`src/shared/cbt_pkg.sv`:
```
package cbt_pkg;
	// register map, byte wide, one register per address
	localparam logic [7:0] ADDR_CFG1 = 8'h00;
	localparam logic [7:0] ADDR_CFG2 = 8'h01;
	localparam logic [7:0] ADDR_CFG3 = 8'h02;
	localparam logic [7:0] ADDR_STAT = 8'h03;
	// field positions
	localparam int CFG1_SJW_LSB    = 6;
	localparam int CFG1_BRP_LSB    = 0;
	localparam int CFG2_PS2SEL_BIT = 7;
	localparam int CFG2_TRIPLE_BIT = 6;
	localparam int CFG2_PH1_LSB    = 3;
	localparam int CFG2_PROP_LSB   = 0;
	localparam int CFG3_PH2_LSB    = 0;
	localparam int STAT_SEG_LSB    = 0;
	localparam int STAT_RXBIT_BIT  = 2;
	localparam int STAT_SYNCED_BIT = 3;
	// quanta counts, all segment arithmetic is five bits wide
	localparam int             SEG_W       = 5;
	localparam logic [SEG_W-1:0] SEG_ZERO  = 5'h00;
	localparam logic [SEG_W-1:0] SEG_ONE   = 5'h01;
	localparam logic [SEG_W-1:0] IPT_TQ    = 5'h02;
	localparam logic [SEG_W-1:0] SEG_MAX   = 5'h08;
	localparam logic [SEG_W-1:0] BIT_MAX_TQ = 5'h19;
	// shortest legal bit at 50 MHz; one quantum is at least two clocks
	localparam int CLK_PERIOD_NS = 20;
	localparam int MIN_BIT_NS    = 1000;
	localparam int MIN_BIT_CLK   = MIN_BIT_NS / CLK_PERIOD_NS;

	typedef enum logic [1:0] {
		CBT_SYNC  = 2'b00,
		CBT_PROP  = 2'b01,
		CBT_PH1   = 2'b10,
		CBT_PH2   = 2'b11
	} cbt_seg_e;

	typedef struct packed {
		logic [1:0] jump_width;
		logic [5:0] prescaler_value;
		logic       ps2_select;
		logic       triple_sample_enable;
		logic [2:0] phase1_len;
		logic [2:0] prop_len;
		logic [2:0] phase2_len;
	} cbt_cfg_s;

	localparam cbt_cfg_s CFG_RESET = '0;

	function automatic logic [SEG_W-1:0] cbt_max(input logic [SEG_W-1:0] a,
			input logic [SEG_W-1:0] b);
		return (a > b) ? a : b;
	endfunction : cbt_max

	function automatic logic cbt_maj3(input logic a, input logic b, input logic c);
		return (a & b) | (a & c) | (b & c);
	endfunction : cbt_maj3
endpackage : cbt_pkg

```
`src/rtl/cbt_prescaler.sv`:
```
`timescale 1ns/1ps
module cbt_prescaler
	import cbt_pkg::*;
(
	input  wire logic       clk_i,             // oscillator clock
	input  wire logic       reset_i,           // async reset, high
	input  wire logic       restart_i,         // realign quantum to now
	input  wire logic [5:0] prescaler_value_i, // divisor minus one
	output logic            tq_tick_o,         // last clock of a quantum
	output logic            half_tick_o        // middle of a quantum
);
	logic [6:0] div_reg;
	logic [6:0] last;
	logic [5:0] pv_reg;
	logic       fresh_reg;

	// quantum is two clocks times (value plus one); shortest bit sets top rate
	assign last        = {prescaler_value_i, 1'b1};
	// at or past the end, so a shrunk divisor ends the quantum at once instead of wrapping
	assign tq_tick_o   = (div_reg >= last);
	assign half_tick_o = (div_reg == {1'b0, prescaler_value_i});

	// divider; restart lets a sync edge open a fresh quantum
	always_ff @(posedge clk_i or posedge reset_i) begin
		if (reset_i) begin
			div_reg <= 7'h00;
		end else if (restart_i || tq_tick_o) begin
			div_reg <= 7'h00;
		end else begin
			div_reg <= div_reg + 7'h01;
		end
	end

	// helper: clocks since last tick, for the period check
	logic [7:0] per_reg;
	always_ff @(posedge clk_i or posedge reset_i) begin
		if (reset_i) begin
			per_reg <= 8'h01;
		end else if (restart_i || tq_tick_o) begin
			per_reg <= 8'h01;
		end else begin
			per_reg <= per_reg + 8'h01;
		end
	end

	// a quantum cut by a divisor change is not a full one; skip it in the check
	always_ff @(posedge clk_i or posedge reset_i) begin
		if (reset_i) begin
			pv_reg    <= 6'h00;
			fresh_reg <= 1'b0;
		end else begin
			pv_reg <= prescaler_value_i;
			if (pv_reg != prescaler_value_i) begin
				fresh_reg <= 1'b1;
			end else if (tq_tick_o || restart_i) begin
				fresh_reg <= 1'b0;
			end
		end
	end

	chk_tq_period: assert property (@(posedge clk_i) disable iff (reset_i)
		(tq_tick_o && !fresh_reg && pv_reg == prescaler_value_i)
		|-> per_reg == {1'b0, prescaler_value_i, 1'b0} + 8'h02)
		else $error("quantum length differs from prescaler setting");
endmodule : cbt_prescaler

```
`src/rtl/cbt_sampler.sv`:
```
`timescale 1ns/1ps
module cbt_sampler
	import cbt_pkg::*;
(
	input  wire logic clk_i,    // oscillator clock
	input  wire logic reset_i,  // async reset, high
	input  wire logic take_i,   // half-quantum sampling instant
	input  wire logic rx_i,     // synchronised bus level
	input  wire logic triple_i, // majority of three selected
	input  wire logic sample_i, // this instant is the sample point
	output logic      bit_o     // decided bit value, combinational
);
	logic [1:0] hist_reg;

	// keep the two earlier half-quantum samples
	always_ff @(posedge clk_i or posedge reset_i) begin
		if (reset_i) begin
			hist_reg <= 2'b11;
		end else if (take_i) begin
			hist_reg <= {hist_reg[0], rx_i};
		end
	end

	// majority voting filters a single glitch at the sample point
	assign bit_o = triple_i ? cbt_maj3(rx_i, hist_reg[0], hist_reg[1]) : rx_i;

	chk_majority: assert property (@(posedge clk_i) disable iff (reset_i)
		(sample_i && triple_i && hist_reg == 2'b00) |-> !bit_o)
		else $error("two dominant samples did not win the vote");
endmodule : cbt_sampler

```
`src/rtl/cbt_bit_timing.sv`:
```
// Function
// - each bit is sync, propagation, phase one, phase two segments in quanta.
// - nominal bit time spans 8 to 25 quanta; the fields here allow 5 to 25.
// - quantum equals two clocks times prescaler value plus one.
// - sync segment is one quantum; edges are expected there.
// - propagation segment is prop_len plus one, 1 to 8 quanta.
// - phase segment one spans 1 to 8 quanta.
// - phase segment two is 1 to 8 quanta, at least two.
// - bus is sampled at the end of phase segment one.
// - triple sampling takes majority of three half-quantum spaced samples.
// - nominal phase two leaves two quanta processing time after the sample point.
// - resynchronisation lengthens phase one or shortens phase two.
// - bit rate up to 1 Mb/s is supported.
// - stuffing guarantees an edge at least every six bits.
// - same timing serves receive sampling and transmit bit boundaries.
// - jump_width plus one, 1 to 4 quanta, bounds each adjustment.
// - ps2_select set picks phase2_len, clear picks phase one; either is floored at two quanta.
// - hard sync on falling edge while idle restarts at sync segment.
// - phase1_len is three bits, phase one is value plus one.
`timescale 1ns/1ps
module cbt_bit_timing
	import cbt_pkg::*;
(
	input  wire logic       clk_i,         // oscillator clock, 50 MHz
	input  wire logic       reset_i,       // async reset, high
	input  wire logic [7:0] addr_i,        // register address
	input  wire logic [7:0] wdata_i,       // register write data
	input  wire logic       we_i,          // write strobe
	input  wire logic       re_i,          // read strobe
	output logic      [7:0] rdata_o,       // read data, cycle after re_i
	input  wire logic       rx_i,          // bus receive pin, async
	input  wire logic       bus_idle_i,    // protocol says bus idle
	input  wire logic       tx_dominant_i, // node sends dominant bit
	output logic            sample_o,      // sample point strobe
	output logic            bit_start_o,   // bit boundary strobe
	output logic            rx_bit_o,      // last decided bit value
	output cbt_seg_e        seg_o          // current segment
);
	cbt_cfg_s         cfg_reg;
	cbt_seg_e         seg_next;
	logic [SEG_W-1:0] cnt_reg;
	logic [SEG_W-1:0] bit_tq_reg;
	logic [SEG_W-1:0] ext_reg;
	logic [SEG_W-1:0] cut_reg;
	logic             synced_reg;
	logic             rx_meta_reg;
	logic             rx_sync_reg;
	logic             rx_last_reg;
	logic             tq_tick;
	logic             half_tick;
	logic             bit_val;
	logic [SEG_W-1:0] prop_n;
	logic [SEG_W-1:0] ph1_n;
	logic [SEG_W-1:0] ph2_fix;
	logic [SEG_W-1:0] ph2_nom;
	logic [SEG_W-1:0] ph1_eff;
	logic [SEG_W-1:0] ph2_eff;
	logic [SEG_W-1:0] sjw_n;
	logic [SEG_W-1:0] seg_len;
	logic [SEG_W-1:0] remain;
	logic             last_q;
	logic             usable;
	logic             pos_err;
	logic             neg_err;
	logic             hard;
	logic             restart;
	logic             lengthen;
	logic             shorten;
	logic             bit_end;
	logic             at_sample;
	logic             cfg_dirty_reg;

	// bus pin crosses into the clock domain through two flops
	always_ff @(posedge clk_i or posedge reset_i) begin
		if (reset_i) begin
			rx_meta_reg <= 1'b1;
			rx_sync_reg <= 1'b1;
			rx_last_reg <= 1'b1;
		end else begin
			rx_meta_reg <= rx_i;
			rx_sync_reg <= rx_meta_reg;
			rx_last_reg <= rx_sync_reg;
		end
	end

	cbt_prescaler u_prescaler (
		.clk_i             (clk_i),
		.reset_i           (reset_i),
		.restart_i         (restart),
		.prescaler_value_i (cfg_reg.prescaler_value),
		.tq_tick_o         (tq_tick),
		.half_tick_o       (half_tick)
	);

	cbt_sampler u_sampler (
		.clk_i    (clk_i),
		.reset_i  (reset_i),
		.take_i   (tq_tick | half_tick),
		.rx_i     (rx_sync_reg),
		.triple_i (cfg_reg.triple_sample_enable),
		.sample_i (at_sample),
		.bit_o    (bit_val)
	);

	// segment lengths in quanta
	assign prop_n  = {2'b00, cfg_reg.prop_len} + SEG_ONE;
	assign ph1_n   = {2'b00, cfg_reg.phase1_len} + SEG_ONE;
	assign ph2_fix = {2'b00, cfg_reg.phase2_len} + SEG_ONE;
	assign sjw_n   = {3'b000, cfg_reg.jump_width} + SEG_ONE;
	// nominal phase two never drops under the processing time
	assign ph2_nom = cfg_reg.ps2_select ? cbt_max(ph2_fix, IPT_TQ)
	                                    : cbt_max(ph1_n, IPT_TQ);
	assign ph1_eff = ph1_n + ext_reg;
	assign ph2_eff = ph2_nom - cut_reg;

	// length of the segment now running
	always_comb begin
		case (seg_o)
			CBT_SYNC: seg_len = SEG_ONE;
			CBT_PROP: seg_len = prop_n;
			CBT_PH1:  seg_len = ph1_eff;
			CBT_PH2:  seg_len = ph2_eff;
			default:  seg_len = SEG_ONE;
		endcase
	end

	// at or past the end, so a segment shrunk mid-run closes instead of wrapping
	assign last_q    = (cnt_reg >= seg_len - SEG_ONE);
	assign remain    = ph2_eff - cnt_reg;
	assign bit_end   = tq_tick && (seg_o == CBT_PH2) && last_q && !restart;
	assign at_sample = tq_tick && (seg_o == CBT_PH1) && last_q && !restart;

	// edge qualification: falling edge, first in this bit, last sample recessive
	assign usable  = rx_last_reg && !rx_sync_reg && !synced_reg && rx_bit_o;
	assign hard    = usable && bus_idle_i;
	// a transmitter of dominant ignores positive phase errors
	assign pos_err = usable && !bus_idle_i && !tx_dominant_i
	                 && (seg_o == CBT_PROP || seg_o == CBT_PH1);
	assign neg_err = usable && !bus_idle_i && (seg_o == CBT_PH2);
	// small errors act like a hard sync, large ones move by the jump width
	assign restart  = hard || (pos_err && bit_tq_reg <= sjw_n)
	                  || (neg_err && remain <= sjw_n);
	assign lengthen = pos_err && bit_tq_reg > sjw_n;
	assign shorten  = neg_err && remain > sjw_n;

	// next segment in fixed order
	always_comb begin
		case (seg_o)
			CBT_SYNC: seg_next = CBT_PROP;
			CBT_PROP: seg_next = CBT_PH1;
			CBT_PH1:  seg_next = CBT_PH2;
			CBT_PH2:  seg_next = CBT_SYNC;
			default:  seg_next = CBT_SYNC;
		endcase
	end

	// segment sequencer and quantum counters
	always_ff @(posedge clk_i or posedge reset_i) begin
		if (reset_i) begin
			seg_o      <= CBT_SYNC;
			cnt_reg    <= SEG_ZERO;
			bit_tq_reg <= SEG_ZERO;
		end else if (restart) begin
			seg_o      <= CBT_SYNC;
			cnt_reg    <= SEG_ZERO;
			bit_tq_reg <= SEG_ZERO;
		end else if (tq_tick) begin
			if (last_q) begin
				seg_o   <= seg_next;
				cnt_reg <= SEG_ZERO;
			end else begin
				cnt_reg <= cnt_reg + SEG_ONE;
			end
			bit_tq_reg <= bit_end ? SEG_ZERO : bit_tq_reg + SEG_ONE;
		end
	end

	// adjustments live for one bit; only one sync per bit
	always_ff @(posedge clk_i or posedge reset_i) begin
		if (reset_i) begin
			ext_reg    <= SEG_ZERO;
			cut_reg    <= SEG_ZERO;
			synced_reg <= 1'b0;
		end else if (restart) begin
			ext_reg    <= SEG_ZERO;
			cut_reg    <= SEG_ZERO;
			synced_reg <= 1'b1;
		end else if (bit_end) begin
			ext_reg    <= SEG_ZERO;
			cut_reg    <= SEG_ZERO;
			synced_reg <= 1'b0;
		end else begin
			if (lengthen) begin
				ext_reg <= sjw_n;
			end
			if (shorten) begin
				cut_reg <= sjw_n;
			end
			if (usable) begin
				synced_reg <= 1'b1;
			end
		end
	end

	// strobes shared by receiver and transmitter
	always_ff @(posedge clk_i or posedge reset_i) begin
		if (reset_i) begin
			sample_o    <= 1'b0;
			bit_start_o <= 1'b0;
			rx_bit_o    <= 1'b1;
		end else begin
			sample_o    <= at_sample;
			bit_start_o <= restart || bit_end;
			if (at_sample) begin
				rx_bit_o <= bit_val;
			end
		end
	end

	// configuration writes; values steer the sequencer at once
	always_ff @(posedge clk_i or posedge reset_i) begin
		if (reset_i) begin
			cfg_reg <= CFG_RESET;
		end else if (we_i) begin
			case (addr_i)
				ADDR_CFG1: begin
					cfg_reg.jump_width      <= wdata_i[CFG1_SJW_LSB +: 2];
					cfg_reg.prescaler_value <= wdata_i[CFG1_BRP_LSB +: 6];
				end
				ADDR_CFG2: begin
					cfg_reg.ps2_select           <= wdata_i[CFG2_PS2SEL_BIT];
					cfg_reg.triple_sample_enable <= wdata_i[CFG2_TRIPLE_BIT];
					cfg_reg.phase1_len           <= wdata_i[CFG2_PH1_LSB +: 3];
					cfg_reg.prop_len             <= wdata_i[CFG2_PROP_LSB +: 3];
				end
				ADDR_CFG3: begin
					cfg_reg.phase2_len <= wdata_i[CFG3_PH2_LSB +: 3];
				end
				default: begin
					cfg_reg <= cfg_reg;
				end
			endcase
		end
	end

	// a bit that saw a config write has mixed lengths; its phase and bit length checks stand down
	always_ff @(posedge clk_i or posedge reset_i) begin
		if (reset_i) begin
			cfg_dirty_reg <= 1'b0;
		end else if (we_i) begin
			cfg_dirty_reg <= 1'b1;
		end else if (restart || bit_end) begin
			cfg_dirty_reg <= 1'b0;
		end
	end

	// read data stands one cycle only; unmapped reads give zero
	always_ff @(posedge clk_i or posedge reset_i) begin
		if (reset_i) begin
			rdata_o <= 8'h00;
		end else if (re_i) begin
			rdata_o <= 8'h00;
			case (addr_i)
				ADDR_CFG1: begin
					rdata_o[CFG1_SJW_LSB +: 2] <= cfg_reg.jump_width;
					rdata_o[CFG1_BRP_LSB +: 6] <= cfg_reg.prescaler_value;
				end
				ADDR_CFG2: begin
					rdata_o[CFG2_PS2SEL_BIT]    <= cfg_reg.ps2_select;
					rdata_o[CFG2_TRIPLE_BIT]    <= cfg_reg.triple_sample_enable;
					rdata_o[CFG2_PH1_LSB +: 3]  <= cfg_reg.phase1_len;
					rdata_o[CFG2_PROP_LSB +: 3] <= cfg_reg.prop_len;
				end
				ADDR_CFG3: begin
					rdata_o[CFG3_PH2_LSB +: 3] <= cfg_reg.phase2_len;
				end
				ADDR_STAT: begin
					rdata_o[STAT_SEG_LSB +: 2]  <= seg_o;
					rdata_o[STAT_RXBIT_BIT]     <= rx_bit_o;
					rdata_o[STAT_SYNCED_BIT]    <= synced_reg;
				end
				default: begin
					rdata_o <= 8'h00;
				end
			endcase
		end else begin
			rdata_o <= 8'h00;
		end
	end

	// checks on the sequencer
	chk_sync_one_tq: assert property (@(posedge clk_i) disable iff (reset_i)
		(tq_tick && seg_o == CBT_SYNC && !restart) |=> seg_o == CBT_PROP && cnt_reg == SEG_ZERO)
		else $error("sync segment lasted other than one quantum");

	chk_prop_len: assert property (@(posedge clk_i) disable iff (reset_i)
		(tq_tick && seg_o == CBT_PROP && !restart && cnt_reg == prop_n - SEG_ONE)
		|=> seg_o == CBT_PH1)
		else $error("propagation segment length wrong");

	chk_ph1_range: assert property (@(posedge clk_i) disable iff (reset_i)
		(seg_o == CBT_PH1 && !cfg_dirty_reg)
		|-> cnt_reg < ph1_eff && ph1_n <= SEG_MAX && ph1_n >= SEG_ONE)
		else $error("phase one out of range");

	chk_ph2_floor: assert property (@(posedge clk_i) disable iff (reset_i)
		ph2_nom >= IPT_TQ && ph2_nom <= SEG_MAX
		&& (cfg_reg.ps2_select || ph2_nom >= ph1_n))
		else $error("phase two below processing time or mis-selected");

	chk_sample_point: assert property (@(posedge clk_i) disable iff (reset_i)
		sample_o |-> seg_o == CBT_PH2 && cnt_reg == SEG_ZERO && $past(seg_o) == CBT_PH1)
		else $error("sample strobe not at end of phase one");

	chk_ipt_after: assert property (@(posedge clk_i) disable iff (reset_i)
		(sample_o && !restart) |-> !bit_end)
		else $error("bit ended inside processing time");

	chk_bit_len: assert property (@(posedge clk_i) disable iff (reset_i)
		(bit_end && !synced_reg && !cfg_dirty_reg) |-> bit_tq_reg + SEG_ONE
		== SEG_ONE + prop_n + ph1_n + ph2_nom && bit_tq_reg < BIT_MAX_TQ)
		else $error("unadjusted bit length differs from segment sum");

	chk_sjw_bound: assert property (@(posedge clk_i) disable iff (reset_i)
		ext_reg <= sjw_n && cut_reg <= sjw_n && !(ext_reg != SEG_ZERO && cut_reg != SEG_ZERO))
		else $error("phase adjustment exceeds jump width");

	chk_hard_sync: assert property (@(posedge clk_i) disable iff (reset_i)
		hard |=> seg_o == CBT_SYNC && cnt_reg == SEG_ZERO && bit_start_o && synced_reg)
		else $error("hard sync did not restart the bit");

	chk_strobe_pulse: assert property (@(posedge clk_i) disable iff (reset_i)
		sample_o |=> !sample_o ##1 !sample_o)
		else $error("sample strobe longer than one cycle");

	chk_boundary_pulse: assert property (@(posedge clk_i) disable iff (reset_i)
		bit_start_o |=> !bit_start_o)
		else $error("bit boundary strobe longer than one cycle");

	chk_ph2_order: assert property (@(posedge clk_i) disable iff (reset_i)
		(tq_tick && seg_o == CBT_PH2 && last_q && !restart)
		|=> seg_o == CBT_SYNC && bit_start_o)
		else $error("phase two did not close the bit");

	chk_ph2_count: assert property (@(posedge clk_i) disable iff (reset_i)
		(seg_o == CBT_PH2 && !cfg_dirty_reg) |-> cnt_reg < ph2_eff)
		else $error("phase two ran past its shortened length");
endmodule : cbt_bit_timing

```
`config.mk`:
```
export PLATFORM = sky130hd
export DESIGN_NAME = cbt_bit_timing
export DESIGN_NICKNAME = d
export VERILOG_FILES = /design/src/shared/cbt_pkg.sv /design/src/rtl/cbt_prescaler.sv /design/src/rtl/cbt_sampler.sv /design/src/rtl/cbt_bit_timing.sv
export SDC_FILE = /design/constraint.sdc
export NUM_CORES = 1
export LEC_CHECK = 0
export ABC_AREA = 1
export BUFFER_PORTS_ARGS = -buffer_cell sky130_fd_sc_hd__buf_2
export CAP_MARGIN = 20
export CORE_MARGIN = 4
export CORE_UTILIZATION = 56
export DETAILED_ROUTE_END_ITERATION = 8
export GPL_TIMING_DRIVEN = 0
export PLACE_DENSITY = 0.84
export RECOVER_POWER = 25
export SYNTH_ARGS = -nofsm -noshare
export SYNTH_HDL_FRONTEND = slang
export SYNTH_HIERARCHICAL = 1
export SYNTH_SLANG_ARGS = --single-unit
```
`constraint.sdc`:
```
create_clock -name clk_i -period 6.6 [get_ports clk_i]
set_input_delay 0.33 -clock clk_i [delete_from_list [all_inputs] [get_ports clk_i]]
set_output_delay 0.33 -clock clk_i [all_outputs]
set_load 0.005 [all_outputs]
```
==> results.py <==
metrics = {
    "cts": {
        "cts_tree": "done",
        "cts_root_buf": "clkbuf_8",
        "cts_setup_buffers": 0,
        "cts.clk_slew.worst_paths_ns": 0.08,
        "cts.sinks": 61,
        "cts.repair.resized": 0,
        "cts_buffers": 9,
        "hold_buffers": 1,
        "clk_path_buf_depth": 2,
        "h-tree-depth": 3,
        "clk_latency_ns": 0.36,
    },
    "floorplanning": {
        "die_x_um": 95.4,
        "coreArea_um2": 7330,
        "ioPinCount": 36,
        "rows": 31,
        "initial_core_util_pct": 58.3,
        "dieArea_um2": 9090,
        "fp.dieH_um": 95.4,
    },
    "logic_synthesis": {
        "synth-seq-cells": 61,
        "synth_cell_types": 45,
        "synthArstFlopShare_pct": 100,
        "synth.area.top_cells": "dfrtp_1, nand2_1, ha_1",
        "synth_nets": 630,
        "synthFlopType": "dfrtp_1",
        "synth_top_area_share_pct": 32.2,
        "synth_edf_count": 0,
        "synthCells": 563,
        "yosysWarnings": 6,
        "netlist_area_um2": 4270,
        "yosysSeqAreaShare_pct": 35.9,
        "synth.avg_cell_area_um2": 7.59,
        "yosys.area.top_type": "dfrtp_1",
    },
    "cells_and_area": {
        "finish.utilization_pct": 65.9,
        "fin_nets": 678,
        "layout-drive-gt1-share_pct": 14.8,
        "fillers": 617,
        "syn2layout_area_growth_pct": 13.0,
        "diodes": 0,
        "largest_reg_flops": 19,
    },
    "detailed_routing": {
        "viasPerCell": 5.45,
        "wl_per_cell_um": 14.2,
        "ant_nets": 0,
        "drc": 0,
        "dr.pass1.iters": 5,
        "drtIter0Drc": 224,
        "totalWireLength_mm": 10.2,
        "vias": 3894,
    },
    "timing": {
        "finClkSkew_ns": 0.00612,
        "setup_tns_ns": 0,
        "rsz0062_at_grt": "false",
        "worst_pin_slew_ns": 0.895,
        "clock.fmax_mhz": 214,
        "slew_violations": 0,
        "hold_violations": 0,
        "finalSetupViolCount": 0,
        "period_needed_ns": 4.66,
        "relSlewSlack_pct": 40.3,
        "period_share_pct": 70.6,
    },
    "placed_design": {
        "io_buffers": 35,
        "hpwl_mm": 8.00,
        "gp_congestion": 0.894,
    },
    "setup_path": {
        "path_delay_family": "adder cells",
        "regToRegSetupSlack_ns": 1.94,
        "regToRegEndpoint": "synced_reg",
        "reg2regPathDepth": 25,
        "critPathKind": "flip-flop to flip-flop",
        "critPathSlowestCell": "fa_1",
        "cp_common_cell": "nand2_1",
        "end_kind": "flip-flop",
        "cp-start-kind": "flip-flop",
        "rr_startpoint": "cfg_reg[0]",
        "worstPathRequired_ns": 6.88,
        "crit_fanout": 10,
        "worst-path-buf-inv": 3,
        "arrival_ns": 4.94,
        "critPathMaxStageDelay_ns": 0.46,
    },
    "grt": {
        "overflow": 0,
        "grt_pass1_vias": 3914,
        "antenna_found_initial": 0,
        "grt_max_degree": 31,
        "grt_pass1_wl_mm": 17.9,
        "grt_util_all_layers_pct": 25.1,
    },
    "power": {
        "ir_worst_vdd_mv": 0.173,
        "p_leak_nw": 2.58,
        "power_density_nw_per_um2": 376,
    },
    "hold_path": {
        "min_from": "rx_i",
        "hold_class": "input pin to flip-flop",
        "min_delay_worst_endpoint": "rx_meta_reg",
        "hold_depth": 1,
    },
    "status": {
        "outcome": "completed",
    },
    "flow_run": {
        "cap_violations": 0,
    },
}
[per-layer routing]
metal,global-route usage [%],routed length (um)
met1,32.1,4330
met2,42.0,5000
met3,3.47,618
met4,11.4,238
met5,0,0
[cell usage after synthesis, types with 2 or more instances]
cell,instances
and2_1,2
nor2_2,2
buf_4,2
buf_2,3
o21ai_0,25
nand4_1,21
nor2_1,45
o221ai_1,2
xnor2_1,8
fa_1,3
nand3_1,43
xor2_1,4
o211ai_1,3
dfrtp_1,55
nor3_1,4
a31oi_1,2
dfstp_2,6
o21ai_2,10
nand2_1,139
nand3b_1,3
a21oi_1,17
inv_2,3
inv_1,94
nand2_2,6
ha_1,41
[how the worst max path moves through the flow]
stage | cells past startpoint | slack, ns | from | end
3_5_place_dp | 25 | 2.04 | cfg_reg[0] | synced_reg
3_3_place_gp | 25 | 2.17 | cfg_reg[0] | bit_tq_reg[0]
4_1_cts | 25 | 2.01 | cfg_reg[0] | synced_reg
6_report | 25 | 1.94 | cfg_reg[0] | synced_reg
2_1_floorplan | 25 | 2.68 | cfg_reg[6] | bit_tq_reg[0]
5_1_grt | 26 | 1.51 | cfg_reg[0] | bit_tq_reg[0]
[power breakdown]
| part | internal, mW | switching [mW] | total [mW] | leakage, nW |
|---|---|---|---|---|
| combinational | 0.330 | 0.558 | 0.888 | 1.66 |
| clock | 0.218 | 0.182 | 0.400 | 0.112 |
| sequential | 0.450 | 0.0798 | 0.529 | 0.808 |
| total | 0.998 | 0.820 | 1.82 | 2.58 |
[cell families after synthesis]
logic type                 count (synthesis)  synth area share [%]
buffers and inverters                    104                  9.57
and+or+nand+nor                          275                  29.1
AOI/OAI and AO/OA                         67                  9.57
adders and majority gates                 44                  13.4
DFF                                       61                  35.9
xor gates and xnor gates                  12                  2.46
[final cells by class]
type | instances | area, um2 | share of cell area [%]
Multi-Input combinational cell | 398 | 2330 | 48.3
Sequential cell | 61 | 1530 | 31.8
Inverter | 97 | 364 | 7.54
Timing Repair Buffer | 37 | 204 | 4.22
Clock buffer | 9 | 124 | 2.56
Tap cell | 99 | 124 | 2.56
Clock inverter | 7 | 105 | 2.18
Buffer | 7 | 45.0 | 0.932
[cells in the final DEF (no fill, tap or decap), types with 3 or more instances in the layout]
| cell type | instances |
|---|---|
| nor2_1 | 45 |
| nand4_1 | 21 |
| nand2_1 | 139 |
| inv_1 | 94 |
| o21ai_2 | 10 |
| xor2_1 | 4 |
| a21oi_1 | 17 |
| nand3b_1 | 3 |
| ha_1 | 41 |
| clkbuf_8 | 9 |
| inv_2 | 3 |
| buf_2 | 37 |
| nor3_1 | 4 |
| nand2_2 | 6 |
| o211ai_1 | 3 |
| dfstp_2 | 5 |
| fa_1 | 3 |
| o21ai_0 | 25 |
| nand3_1 | 43 |
| dfrtp_1 | 55 |
| xnor2_1 | 8 |
[metrics by stage]
stage | cell area [um2] | hold WS (ns) | power, mW | worst slack, ns | cells
final | 4830 | 0.0624 | 1.82 | 1.94 | 715
after global routing | 4830 | 0.0587 | 1.99 | 1.51 | 715
after CTS | 4830 | 0.0595 | 1.81 | 2.01 | 715
after detailed placement | 4590 | 0.303 | 1.41 | 2.04 | 698
after global placement | 4570 | 0.294 | 1.35 | 2.17 | 697
after floorplan | 4270 | 0.133 | 1.18 | 2.68 | 563
Power figures use the tool's default switching activity.
